File: config.mk
export PLATFORM = sky130hd
export DESIGN_NAME = dfird_read_path
export DESIGN_NICKNAME = d
export VERILOG_FILES = /design/src/rtl/dfird_pkg.sv /design/src/rtl/dfird_read_path.sv
export SDC_FILE = /design/constraint.sdc
export NUM_CORES = 1
export LEC_CHECK = 0
export CAP_MARGIN = 30
export CORE_MARGIN = 3
export CORE_UTILIZATION = 40
export DETAILED_ROUTE_END_ITERATION = 12
export DONT_BUFFER_PORTS = 1
export PLACE_DENSITY_LB_ADDON = 0.12
export SLEW_MARGIN = 30
export SYNTH_ARGS = -nofsm -noshare
export SYNTH_HDL_FRONTEND = slang
export SYNTH_SLANG_ARGS = --single-unit
File: constraint.sdc
create_clock -name clk -period 7.72 [get_ports clk]
set_input_delay 0.772 -clock clk [delete_from_list [all_inputs] [get_ports clk]]
set_output_delay 0.772 -clock clk [all_outputs]
set_load 0.1 [all_outputs]
File: src/rtl/dfird_pkg.sv
package dfird_pkg;
  // dfi word layout at the 4:1 ratio
  localparam int PHASES = 4;
  localparam int BL = 8;
  localparam int BEAT_W = 32;
  localparam int PHASE_W = 64;
  localparam int WORD_W = 256;
  localparam int X16_W = 16;
  // advertised latencies in dfi clocks, internal delays included
  localparam int TRDDATA_EN = 4;
  localparam int TPHY_RDLAT = 12;
  localparam logic [7:0] TRDDATA_EN_CYC = 8'(TRDDATA_EN);
  localparam logic [7:0] TPHY_RDLAT_CYC = 8'(TPHY_RDLAT);
  // outstanding read tracking
  localparam int TS_W = 8;
  localparam int OUT_DEPTH = 4;
  localparam logic [2:0] OUT_FULL = 3'h4;
  localparam logic [2:0] BEAT_LAST = 3'h7;
  localparam logic [2:0] PH_BURST = 3'h4;
  // reset values
  localparam logic [TS_W-1:0] TS_RST = 8'h00;
  localparam logic [2:0] CNT_RST = 3'h0;

  typedef struct packed {
    logic valid;
    logic [BEAT_W-1:0] dq;
  } dfird_beat_t;

  typedef struct packed {
    logic valid;
    logic [WORD_W-1:0] data;
  } dfird_word_t;

  typedef enum logic [1:0] {
    DFIRD_IDLE = 2'b01,
    DFIRD_BURST = 2'b10
  } dfird_state_t;
endpackage : dfird_pkg

File: src/rtl/dfird_read_path.sv
`timescale 1ns/1ns
module dfird_read_path (
  input wire logic clk,
  input wire logic rst,
  input wire logic cfg_x16,
  input wire logic [dfird_pkg::PHASES-1:0] dfi_rddata_en,
  input wire logic ctrl_rd_ready,
  input wire dfird_pkg::dfird_beat_t dq_beat,
  output logic dq_beat_ready,
  output logic phy_rd_issue,
  output logic [7:0] phy_trddata_en,
  output logic [7:0] phy_rdlat,
  output logic [dfird_pkg::WORD_W-1:0] dfi_rddata,
  output logic dfi_rddata_valid,
  output logic rd_late,
  output logic rd_overflow
);

  // phase accounting of the enable
  logic [2:0] ph_acc_r, ph_acc_nxt;
  logic [2:0] ph_pop;
  logic burst_start;
  logic issue_r, issue_nxt;

  always_comb begin
    ph_pop = 3'h0;
    for (int i = 0; i < dfird_pkg::PHASES; i++) begin
      ph_pop = ph_pop + {2'b00, dfi_rddata_en[i]};
    end
    // a burst begins at the first enabled phase after a full group
    if (ph_acc_r == dfird_pkg::CNT_RST) begin
      burst_start = (ph_pop != dfird_pkg::CNT_RST);
    end else begin
      burst_start = ((ph_acc_r + ph_pop) > dfird_pkg::PH_BURST);
    end
    ph_acc_nxt = (ph_acc_r + ph_pop) & 3'h3;
    issue_nxt = burst_start;
  end

  always_ff @(posedge clk) begin
    if (rst) begin
      ph_acc_r <= dfird_pkg::CNT_RST;
      issue_r <= 1'b0;
    end else begin
      ph_acc_r <= ph_acc_nxt;
      issue_r <= issue_nxt;
    end
  end

  // beat assembler: eight dram beats form one dfi word
  dfird_pkg::dfird_state_t st_r, st_nxt;
  logic [2:0] beat_r, beat_nxt;
  logic [dfird_pkg::BEAT_W-1:0] slot_r [dfird_pkg::BL];
  logic [dfird_pkg::WORD_W-1:0] word_packed;
  logic word_done;
  logic beat_take;

  assign beat_take = dq_beat.valid & dq_beat_ready;

  generate
    for (genvar b = 0; b < dfird_pkg::BL; b++) begin : g_slot
      // each slot catches its own beat of the burst
      always_ff @(posedge clk) begin
        if (rst) begin
          slot_r[b] <= 32'h0000_0000;
        end else if (beat_take && beat_r == 3'(b)) begin
          slot_r[b] <= dq_beat.dq;
        end
      end
      // beats 2p and 2p+1 share phase p in x32; x16 packs them into 32-bit lane p and keeps the upper half zero
      if (b < dfird_pkg::BL / 2) begin : g_lo
        assign word_packed[b*dfird_pkg::BEAT_W +: dfird_pkg::BEAT_W] =
          cfg_x16 ? {slot_r[2*b+1][dfird_pkg::X16_W-1:0],
                     slot_r[2*b][dfird_pkg::X16_W-1:0]}
                  : slot_r[b];
      end else begin : g_hi
        assign word_packed[b*dfird_pkg::BEAT_W +: dfird_pkg::BEAT_W] =
          cfg_x16 ? 32'h0000_0000 : slot_r[b];
      end
    end
  endgenerate

  // assembler state and beat counter
  always_comb begin
    st_nxt = st_r;
    beat_nxt = beat_r;
    case (st_r)
      dfird_pkg::DFIRD_IDLE: begin
        if (beat_take) begin
          st_nxt = dfird_pkg::DFIRD_BURST;
          beat_nxt = 3'h1;
        end
      end
      dfird_pkg::DFIRD_BURST: begin
        if (beat_take) begin
          beat_nxt = beat_r + 3'h1;
          if (beat_r == dfird_pkg::BEAT_LAST) begin
            st_nxt = dfird_pkg::DFIRD_IDLE;
            beat_nxt = 3'h0;
          end
        end
      end
      default: begin
        st_nxt = dfird_pkg::DFIRD_IDLE;
        beat_nxt = 3'h0;
      end
    endcase
  end

  always_ff @(posedge clk) begin
    if (rst) begin
      st_r <= dfird_pkg::DFIRD_IDLE;
      beat_r <= 3'h0;
    end else begin
      st_r <= st_nxt;
      beat_r <= beat_nxt;
    end
  end

  // the word is complete one cycle after the last beat lands
  logic last_r, last_nxt;
  assign last_nxt = beat_take && (beat_r == dfird_pkg::BEAT_LAST);
  assign word_done = last_r;
  always_ff @(posedge clk) begin
    if (rst) begin
      last_r <= 1'b0;
    end else begin
      last_r <= last_nxt;
    end
  end

  // two-entry buffer, head register drives the dfi outputs
  dfird_pkg::dfird_word_t head_r, head_nxt, tail_r, tail_nxt;
  logic ready_r, ready_nxt;
  logic ovf_r, ovf_nxt;
  logic pop;

  assign pop = head_r.valid & ctrl_rd_ready;

  always_comb begin
    head_nxt = head_r;
    tail_nxt = tail_r;
    ovf_nxt = ovf_r;
    if (pop) begin
      head_nxt = tail_r;
      tail_nxt.valid = 1'b0;
    end
    if (word_done) begin
      if (!head_nxt.valid) begin
        head_nxt = '{valid: 1'b1, data: word_packed};
      end else if (!tail_nxt.valid) begin
        tail_nxt = '{valid: 1'b1, data: word_packed};
      end else begin
        ovf_nxt = 1'b1;  // no free entry: the completed word is dropped
      end
    end
    // stall beats while the buffer has no room for a whole word
    ready_nxt = !(head_nxt.valid && tail_nxt.valid);
  end

  always_ff @(posedge clk) begin
    if (rst) begin
      head_r <= '0;
      tail_r <= '0;
      ready_r <= 1'b0;
      ovf_r <= 1'b0;
    end else begin
      head_r <= head_nxt;
      tail_r <= tail_nxt;
      ready_r <= ready_nxt;
      ovf_r <= ovf_nxt;
    end
  end

  // outstanding reads: enable time stamps checked against the limit
  logic [dfird_pkg::TS_W-1:0] ts_r, ts_nxt;
  logic [dfird_pkg::TS_W-1:0] stamp_r [dfird_pkg::OUT_DEPTH];
  logic [1:0] wp_r, wp_nxt, rp_r, rp_nxt;
  logic [2:0] outst_r, outst_nxt;
  logic [dfird_pkg::TS_W-1:0] elapsed;
  logic late_r, late_nxt;
  logic push;

  assign push = burst_start && (outst_r != dfird_pkg::OUT_FULL);

  always_comb begin
    ts_nxt = ts_r + 8'h01;
    wp_nxt = push ? wp_r + 2'h1 : wp_r;
    rp_nxt = (pop && outst_r != 3'h0) ? rp_r + 2'h1 : rp_r;
    outst_nxt = outst_r + {2'b00, push} - {2'b00, pop && outst_r != 3'h0};
    elapsed = ts_r - stamp_r[rp_r];
    late_nxt = late_r;
    if (outst_r != 3'h0 && elapsed > dfird_pkg::TPHY_RDLAT_CYC) begin
      late_nxt = 1'b1;
    end
  end

  always_ff @(posedge clk) begin
    if (rst) begin
      ts_r <= dfird_pkg::TS_RST;
      wp_r <= 2'h0;
      rp_r <= 2'h0;
      outst_r <= dfird_pkg::CNT_RST;
      late_r <= 1'b0;
      for (int i = 0; i < dfird_pkg::OUT_DEPTH; i++) begin
        stamp_r[i] <= dfird_pkg::TS_RST;
      end
    end else begin
      ts_r <= ts_nxt;
      wp_r <= wp_nxt;
      rp_r <= rp_nxt;
      outst_r <= outst_nxt;
      late_r <= late_nxt;
      if (push) begin
        stamp_r[wp_r] <= ts_r;
      end
    end
  end

  // advertised latencies, fixed
  logic [7:0] trd_r, rdlat_r;
  always_ff @(posedge clk) begin
    if (rst) begin
      trd_r <= 8'h00;
      rdlat_r <= 8'h00;
    end else begin
      trd_r <= dfird_pkg::TRDDATA_EN_CYC;
      rdlat_r <= dfird_pkg::TPHY_RDLAT_CYC;
    end
  end

  // outputs straight from flops
  assign dq_beat_ready = ready_r;
  assign phy_rd_issue = issue_r;
  assign phy_trddata_en = trd_r;
  assign phy_rdlat = rdlat_r;
  assign dfi_rddata = head_r.data;
  assign dfi_rddata_valid = head_r.valid;
  assign rd_late = late_r;
  assign rd_overflow = ovf_r;

  // checks
  a_issue_follows_en: assert property (
    @(posedge clk) disable iff (rst) burst_start |=> phy_rd_issue)
    else $error("enable burst not forwarded");
  a_word_after_last: assert property (
    @(posedge clk) disable iff (rst) last_nxt
    && !(head_r.valid && tail_r.valid) |=> ##1 dfi_rddata_valid)
    else $error("completed burst not presented");
  a_valid_in_time: assert property (
    @(posedge clk) disable iff (rst) outst_r != 3'h0
    && elapsed > dfird_pkg::TPHY_RDLAT_CYC |=> rd_late)
    else $error("late read not flagged");
  a_lat_advertised: assert property (
    @(posedge clk) disable iff (rst) !$past(rst)
    |-> phy_rdlat == dfird_pkg::TPHY_RDLAT_CYC
    && phy_trddata_en == dfird_pkg::TRDDATA_EN_CYC)
    else $error("advertised latency wrong");
  a_x16_upper_zero: assert property (
    @(posedge clk) disable iff (rst) cfg_x16 && $stable(cfg_x16)
    && $rose(dfi_rddata_valid) |-> dfi_rddata[255:128] == '0)
    else $error("x16 word has upper bits set");
  a_x32_phase_map: assert property (
    @(posedge clk) disable iff (rst) !cfg_x16 && word_done
    && !head_r.valid |=> dfi_rddata[63:0] ==
    {$past(slot_r[1]), $past(slot_r[0])})
    else $error("phase 0 packing wrong");
  a_phase_count: assert property (
    @(posedge clk) disable iff (rst) dfi_rddata_en == 4'hf
    && ph_acc_r == 3'h0 |=> ph_acc_r == 3'h0 && phy_rd_issue)
    else $error("full phase group miscounted");
  a_split_once: assert property (
    @(posedge clk) disable iff (rst) ph_acc_r == 3'h1
    && dfi_rddata_en == 4'h7 |=> ph_acc_r == 3'h0 && !phy_rd_issue)
    else $error("split phase group counted twice");
  a_stall_holds: assert property (
    @(posedge clk) disable iff (rst) dfi_rddata_valid && !ctrl_rd_ready
    |=> dfi_rddata_valid && $stable(dfi_rddata))
    else $error("stalled word changed");

  c_read_done: cover property (@(posedge clk) disable iff (rst)
    phy_rd_issue ##[1:20] dfi_rddata_valid && ctrl_rd_ready);
  c_split_enable: cover property (@(posedge clk) disable iff (rst)
    dfi_rddata_en == 4'h8 ##1 dfi_rddata_en == 4'h7);
  c_buffer_full: cover property (@(posedge clk) disable iff (rst)
    dfi_rddata_valid && !dq_beat_ready);

endmodule : dfird_read_path

==> impl_metrics.py, run 1 <==
metrics = {
    "status": {
        "outcome": "complete, but fails checks",
        "violations": "slew limit",
    },
    "die": {
        "fp.dieW_um": 303.1,
        "io_pins": 318,
        "die_area_um2": 91870,
        "die_h_um": 303.1,
        "start_util_pct": 40.51,
        "core_area_um2": 87160,
        "row_count": 108,
    },
    "layout": {
        "fin_area_um2": 39040,
        "fill_cells": 8213,
        "multi_input_area_um2": 14250,
        "areaGrowthSynthToFinish_pct": 10.57,
        "regArea_um2": 19670,
        "fin_cells": 4656,
        "nNetsFinal": 3447,
        "layout-drive-gt1-share_pct": 11.80,
    },
    "placed_design": {
        "port_buffers": 0,
        "dp_slack_ns": 3.513,
        "place_inst": 4437,
        "dpl_cell_area_um2": 35680,
        "gp_congestion": 0.8129,
        "hpwlAfterDp_mm": 65.81,
    },
    "timing": {
        "hold_viol_final": 0,
        "min_period_over_period_pct": 45.78,
        "slew_headroom_pct": -78.27,
        "fin_crit_ns": 3.534,
        "fmax_ghz": 0.2830,
        "worst_pin_slew_ns": 2.674,
        "skew_ns": 0.01573,
        "setup_ws_ns": 4.186,
        "final_max_slew_viol_count": 316,
        "hold_ws_ns": 0.2628,
        "setup_viol": 0,
        "rsz0062_at_grt": "no",
        "setup-tns-final_ns": 0,
    },
    "worst_setup_path": {
        "critPathMaxFanout": 164,
        "cp-end-kind": "register",
        "crit_type": "register to register",
        "cpLargestDelayFamily": "buffers and inverters",
        "worstPathRequired_ns": 8.19,
        "critical_path_buf_inv_count": 3,
        "rrSetupSlack_ns": 4.19,
        "critPathMostFrequentCell": "buf_4",
        "path_cells": "buf_4, and2_4, buf_4, buf_12, nand2_1, a311oi_1",
        "critPathLaunchType": "register",
        "max_stage_delay_ns": 0.73,
        "cpMaxStageDelayCell": "buf_12",
        "critical_path_arrival_ns": 4.01,
    },
    "logic_synthesis": {
        "synthesis.instances": 3562,
        "async_flop_share_pct": 0,
        "syn_area_um2": 35310,
        "ys_seq_elements": 832,
        "yosysSeqAreaShare_pct": 55.34,
        "netlist.top_cell.by_area": "dfxtp_1",
        "synthFlopType": "dfxtp_1",
        "synth-edff-count": 288,
        "synth_top_area_share_pct": 30.84,
        "synth_area_leaders": "dfxtp_1, edfxtp_1, nand2_1",
        "yosysWarnings": 0,
        "yosysUniqueCellTypes": 51,
        "postSynthAreaPerCell_um2": 9.913,
    },
    "clocking": {
        "cts_setup_buffers": 0,
        "clkTransAtPathRegs_ns": 0.06,
        "cts_num_sinks": 832,
        "clockRootBuffer": "clkbuf_16",
        "insertion_delay_ns": 0.65,
        "cts-buffers-inserted": 93,
        "ctsHoldBuffers": 0,
        "cts_tree": "built",
        "post_cts_resize_count": 0,
        "h-tree-depth": 3,
        "clock_path_buffers": 3,
    },
    "grt": {
        "grt_max_degree": 545,
        "grt_pass1_vias": 24870,
        "track_usage_pct": 24.34,
        "grt_pass1_wl_mm": 167.9,
        "antenna_found_initial": 23,
        "overflow": 0,
    },
    "pwr": {
        "peakVddDrop_mv": 0.1799,
        "powerDensity_nw_per_um2": 247.5,
        "p_leak_nw": 13.67,
    },
    "detailed_routing": {
        "ant_nets": 0,
        "routedWlPerCell_um": 24.67,
        "remaining_drc_errors": 0,
        "vias_per_cell": 5.550,
        "vias": 25840,
        "wirelength_mm": 114.9,
        "drt_pass1_iterations": 7,
        "drt_iter0_drc": 2102,
    },
    "min_path": {
        "hp-class": "primary input to register",
    },
    "job": {
        "drv_cap": 0,
    },
}
-- cells in the mapped netlist, types with 7 or more instances --
cell      instances
ha_1             22
mux2i_1         112
nand2_1         822
buf_4            51
nand3_1           7
and2_1          253
a211oi_2        102
a311oi_1        256
buf_2            76
a21oi_1         159
buf_1             8
nor2b_1         134
clkbuf_1        165
edfxtp_1        288
dfxtp_1         544
o21ai_0           7
and3_1          153
buf_6            12
a211oi_1         12
xor2_1            8
nor2_1          285
xnor2_1          10
inv_1            21
mux4_2            8
-- power by group --
part / total [mW] / switching (mW) / internal, mW / leakage [nW]
clock: 4.56 / 1.85 / 2.70 / 1.56
combinational: 0.372 / 0.237 / 0.135 / 4.68
sequential: 4.74 / 0.102 / 4.63 / 7.42
-- placed cells by master, fill, tap and decap left out, types with 3 or more instances in the layout --
cell,count
dfxtp_1,445
nor3_2,5
bufinv_16,4
clkbuf_16,102
nand2_4,5
mux4_2,8
fa_1,4
a21oi_1,159
nor3_1,3
nor2_1,284
and3_1,149
mux2i_1,112
clkinv_2,16
diode_2,42
clkbuf_1,25
xnor2_1,10
xor2_1,8
nand3_1,7
nor4_1,3
clkbuf_8,17
inv_1,21
a21o_1,4
buf_12,6
a311oi_1,256
a211oi_1,12
dfxtp_2,98
ha_1,21
o21ai_0,5
nor2b_1,134
nand2_1,814
a211oi_2,102
clkinv_1,4
edfxtp_1,288
buf_16,3
and2_1,253
and3_2,3
conb_1,13
buf_4,18
-- final cells by class --
cell class,count,share of cell area (%)
antenna,42,0.2692
clock buffer,143,7.368
clock inverter,31,0.7275
inverter,21,0.2019
multi-input combinational,2404,36.49
sequential,832,50.37
tap,1155,3.701
timing repair buffer,28,0.8749
-- state kept, by name (all words and copies together) (netlist names), 2 cells and up, named ones only --
signal      cells
tail_r        257
dfi_rddata    256
slot_r        256
stamp_r        32
ts_r            8
beat_r          3
outst_r         3
ph_acc_r        2
rp_r            2
st_r            2
wp_r            2
-- per-stage QoR --
| stage | util [%] | total power [mW] |
|---|---|---|
| floorplan | - | 5.158 |
| CTS | 44.56 | 9.753 |
| global placement | 40.78 | 5.189 |
| global route | 44.76 | 9.980 |
| finish | 44.79 | 9.663 |
| detailed placement | 40.94 | 5.200 |
-- path summary, 6_finish.rpt --
path / startpoint / endpoint / cells after the start
hold / removal: rst / ph_acc_r[0] / 1
setup / recovery: dfi_rddata_valid / dfi_rddata[93] / 6
hold reg to reg: tail_r[233] / tail_r[233] / 2
setup reg to reg: dfi_rddata_valid / dfi_rddata[93] / 6
-- kinds of logic (layout without fill, tap and decap cells) --
kind of cell	Yosys count	in the layout	share of synthesized area, %
compound gates	551	551	12.91
xor+xnor	18	18	0.4465
buf+inv	338	223	4.706
other cells	1	55	0.01062
simple gates	1675	1675	21.87
fa+ha+maj	27	27	1.035
mux	120	120	3.685
flops	832	832	55.34
-- per-layer routing --
metal / vias up / wire length (um) / global-route usage (%)
li1: 12010 / - / -
met1: 12770 / 46970 / 30.95
met2: 887 / 53730 / 39.15
met3: 165 / 11030 / 7.691
met4: 10 / 3084 / 8.393
met5: - / 68 / 0
(Power assumes the default switching activity.)
==> run 2, diff against run 1 <==
--- a/config.mk
+++ b/config.mk
@@ -5,6 +5,7 @@
 export SDC_FILE = /design/constraint.sdc
 export NUM_CORES = 1
 export LEC_CHECK = 0
+export ABC_AREA = 1
 export CAP_MARGIN = 30
 export CORE_MARGIN = 3
 export CORE_UTILIZATION = 40
==> constraint.sdc (replaced) <==
create_clock -name clk -period 3 [get_ports clk]
set_input_delay 0.3 -clock clk [delete_from_list [all_inputs] [get_ports clk]]
set_output_delay 0.3 -clock clk [all_outputs]
set_load 0.1 [all_outputs]
==> run 2 against run 1 <==
Combinational power increased to 5.6 times the previous value. Wire length increased by 0.34%. Die area decreased by 3.0%. Highest routed layer is now met4. Via count increased by 6.6%. Largest cell class unchanged. Count of clock-buffer cells in the layout decreased by 15. Power increased to 2.7 times the previous value. Critical endpoint is now outst_r[0]. The run now ends clean. Register-to-register slack got worse by 4.0 ns. Worst setup slack got worse by 4.0 ns. Clock skew increased by 0.0053 ns.
==> impl_metrics.py, run 2 <==
metrics = {
    "placed_design": {
        "hpwlAfterDp_mm": 70.66,
        "port_buffers": 0,
        "gp_congestion": 0.8157,
        "place_inst": 5087,
        "dpl_cell_area_um2": 36960,
        "dp_slack_ns": -0.4322,
    },
    "die": {
        "row_count": 106,
        "fp.dieW_um": 298.5,
        "die_area_um2": 89090,
        "core_area_um2": 84220,
        "start_util_pct": 40.63,
        "die_h_um": 298.5,
        "io_pins": 318,
    },
    "clocking": {
        "ctsHoldBuffers": 64,
        "post_cts_resize_count": 0,
        "cts_num_sinks": 832,
        "clock_path_buffers": 3,
        "insertion_delay_ns": 0.65,
        "cts_setup_buffers": 0,
        "cts_tree": "built",
        "clkTransAtPathRegs_ns": 0.06,
        "h-tree-depth": 3,
        "clockRootBuffer": "clkbuf_16",
        "cts-buffers-inserted": 94,
    },
    "timing": {
        "fin_crit_ns": 2.833,
        "setup_viol": 0,
        "rsz0062_at_grt": "no",
        "hold_viol_final": 0,
        "slew_headroom_pct": 29.57,
        "skew_ns": 0.02102,
        "final_max_slew_viol_count": 0,
        "worst_pin_slew_ns": 1.055,
        "min_period_over_period_pct": 94.44,
        "fmax_ghz": 0.3529,
        "setup_ws_ns": 0.1667,
        "hold_ws_ns": 0.06789,
    },
    "logic_synthesis": {
        "synthesis.instances": 3952,
        "yosysUniqueCellTypes": 37,
        "synth_common_cells": "nand2_1, nor2_1, dfxtp_1",
        "synthFlopType": "dfxtp_1",
        "postSynthAreaPerCell_um2": 8.659,
        "ys_seq_elements": 832,
        "netlist.top_cell.by_area": "dfxtp_1",
        "synth_area_leaders": "dfxtp_1, edfxtp_1, nand2_1",
        "yosysSeqAreaShare_pct": 57.10,
        "yosysWarnings": 0,
        "synth_top_area_share_pct": 31.83,
        "synth-edff-count": 288,
        "synth_most_common_cell": "nand2_1",
        "syn_area_um2": 34220,
        "async_flop_share_pct": 0,
    },
    "pwr": {
        "peakVddDrop_mv": 0.4484,
        "sw_frac_of_total_pct": 25.58,
        "powerDensity_nw_per_um2": 639.2,
        "p_total_mw": 26.05,
        "p_sw_mw": 6.663,
        "p_leak_nw": 16.80,
        "p_comb_share_pct": 7.9,
        "clock_power_share_pct": 44.4,
        "p_seq_share_pct": 47.7,
        "intPower_mw": 19.38,
    },
    "detailed_routing": {
        "vias_per_cell": 5.166,
        "drt_iter0_drc": 2220,
        "wirelength_mm": 115.3,
        "routedWlPerCell_um": 21.63,
        "drt_pass1_iterations": 7,
        "vias": 27540,
        "ant_nets": 0,
        "remaining_drc_errors": 0,
    },
    "worst_setup_path": {
        "critical_path_arrival_ns": 3.41,
        "critPathMaxFanout": 2,
        "crit_type": "primary input to register",
        "critPathLaunchType": "primary input",
        "max_stage_delay_ns": 0.54,
        "cpMaxStageDelayCell": "dlygate4sd3_1",
        "worstPathRequired_ns": 3.58,
        "cp-end-kind": "register",
        "path_cells": "fa_1, ha_1, ha_2, fa_1, inv_1, a21oi_1, nand2_1, nand2_1, nand2_2, ha_4, inv_2, ha_4, inv_1, nor2_1, dlygate4sd3_1",
    },
    "grt": {
        "track_usage_pct": 25.20,
        "overflow": 0,
        "grt_pass1_vias": 25670,
        "grt_pass1_wl_mm": 170.0,
        "grt_max_degree": 206,
        "antenna_found_initial": 2,
    },
    "layout": {
        "areaGrowthSynthToFinish_pct": 19.08,
        "largest_register_ffs": 257,
        "regMostFlops": "tail_r",
        "fin_area_um2": 40750,
        "most-common-layout-cells": "nand2_1, nor2_1, dfxtp_1",
        "layout-drive-gt1-share_pct": 13.90,
        "final_common_cell": "nand2_1",
        "fin_cells": 5330,
        "nNetsFinal": 4180,
    },
    "min_path": {
        "hp-class": "primary input to register",
    },
    "status": {
        "outcome": "complete, no violations",
    },
    "job": {
        "drv_cap": 0,
    },
}
[run 2: layout make-up]
class                   instances  area, um2
clock inverters                50      456.7
clock buffers                 128       2649
inverters                     157      616.8
repair buffers                364       3223
diodes                          1      2.502
fillers                      8126      43470
multi-input cells            2664      12820
flip-flops and latches        832      19560
well taps                    1134       1419
[run 2: worst max-delay path, delay by kind of cell]
kind | cells | cell delay [ns]
buffers and inverters | 4 | 0.65
AO/OA/AOI/OAI | 1 | 0.13
AND/OR/NAND/NOR | 4 | 0.35
adder cells (fa/ha/maj) | 6 | 1.97
[run 2: metrics by stage]
stage	util [%]	setup TNS, ns
after floorplan	-	-57.41
after global placement	43.81	-5.394
after detailed placement	43.89	-5.674
after CTS	48.38	0
after global routing	48.38	0
final	48.38	0
[run 2: path summary, 6_finish.rpt]
path	start	endpoint	slack (ns)	cells past startpoint
max	dfi_rddata_en[3]	outst_r[0]	0.17	15
min	cfg_x16	dfi_rddata[122]	0.07	2
max reg2reg	dfi_rddata_valid	tail_r[222]	0.17	10
min reg2reg	tail_r[110]	dfi_rddata[110]	0.47	2
[run 2: routing by layer]
layer	track usage [%]	routed length (um)	up-vias	part of all wire, %
met1	32.85	49080	13090	43
met2	40.48	53790	773	47
met4	10.86	5115	0	4.4
met5	0	0	-	0
met3	5.405	7276	193	6.3
li1	-	-	13480	-
[run 2: kinds of logic (layout without fill, tap and decap cells)]
logic type	Yosys count	in the layout	synth area share, %
AO/OA/AOI/OAI	941	941	16.49
other	1	14	0.01096
XOR/XNOR	2	2	0.05120
adder cells (fa/ha/maj)	26	26	1.038
AND/OR/NAND/NOR	1653	1653	18.40
flip-flops	832	832	57.10
buffers and inverters	468	699	6.066
multiplexers	29	29	0.8483
[run 2: power by group through the flow]
stage | clock (mW) | sequential [mW] | combinational (mW)
floorplan | 0 | 12.6 | 1.30
global placement | 0 | 12.7 | 1.96
detailed placement | 0 | 12.7 | 1.98
CTS | 11.8 | 12.4 | 2.09
global route | 12.3 | 12.4 | 2.28
finish | 11.6 | 12.4 | 2.07
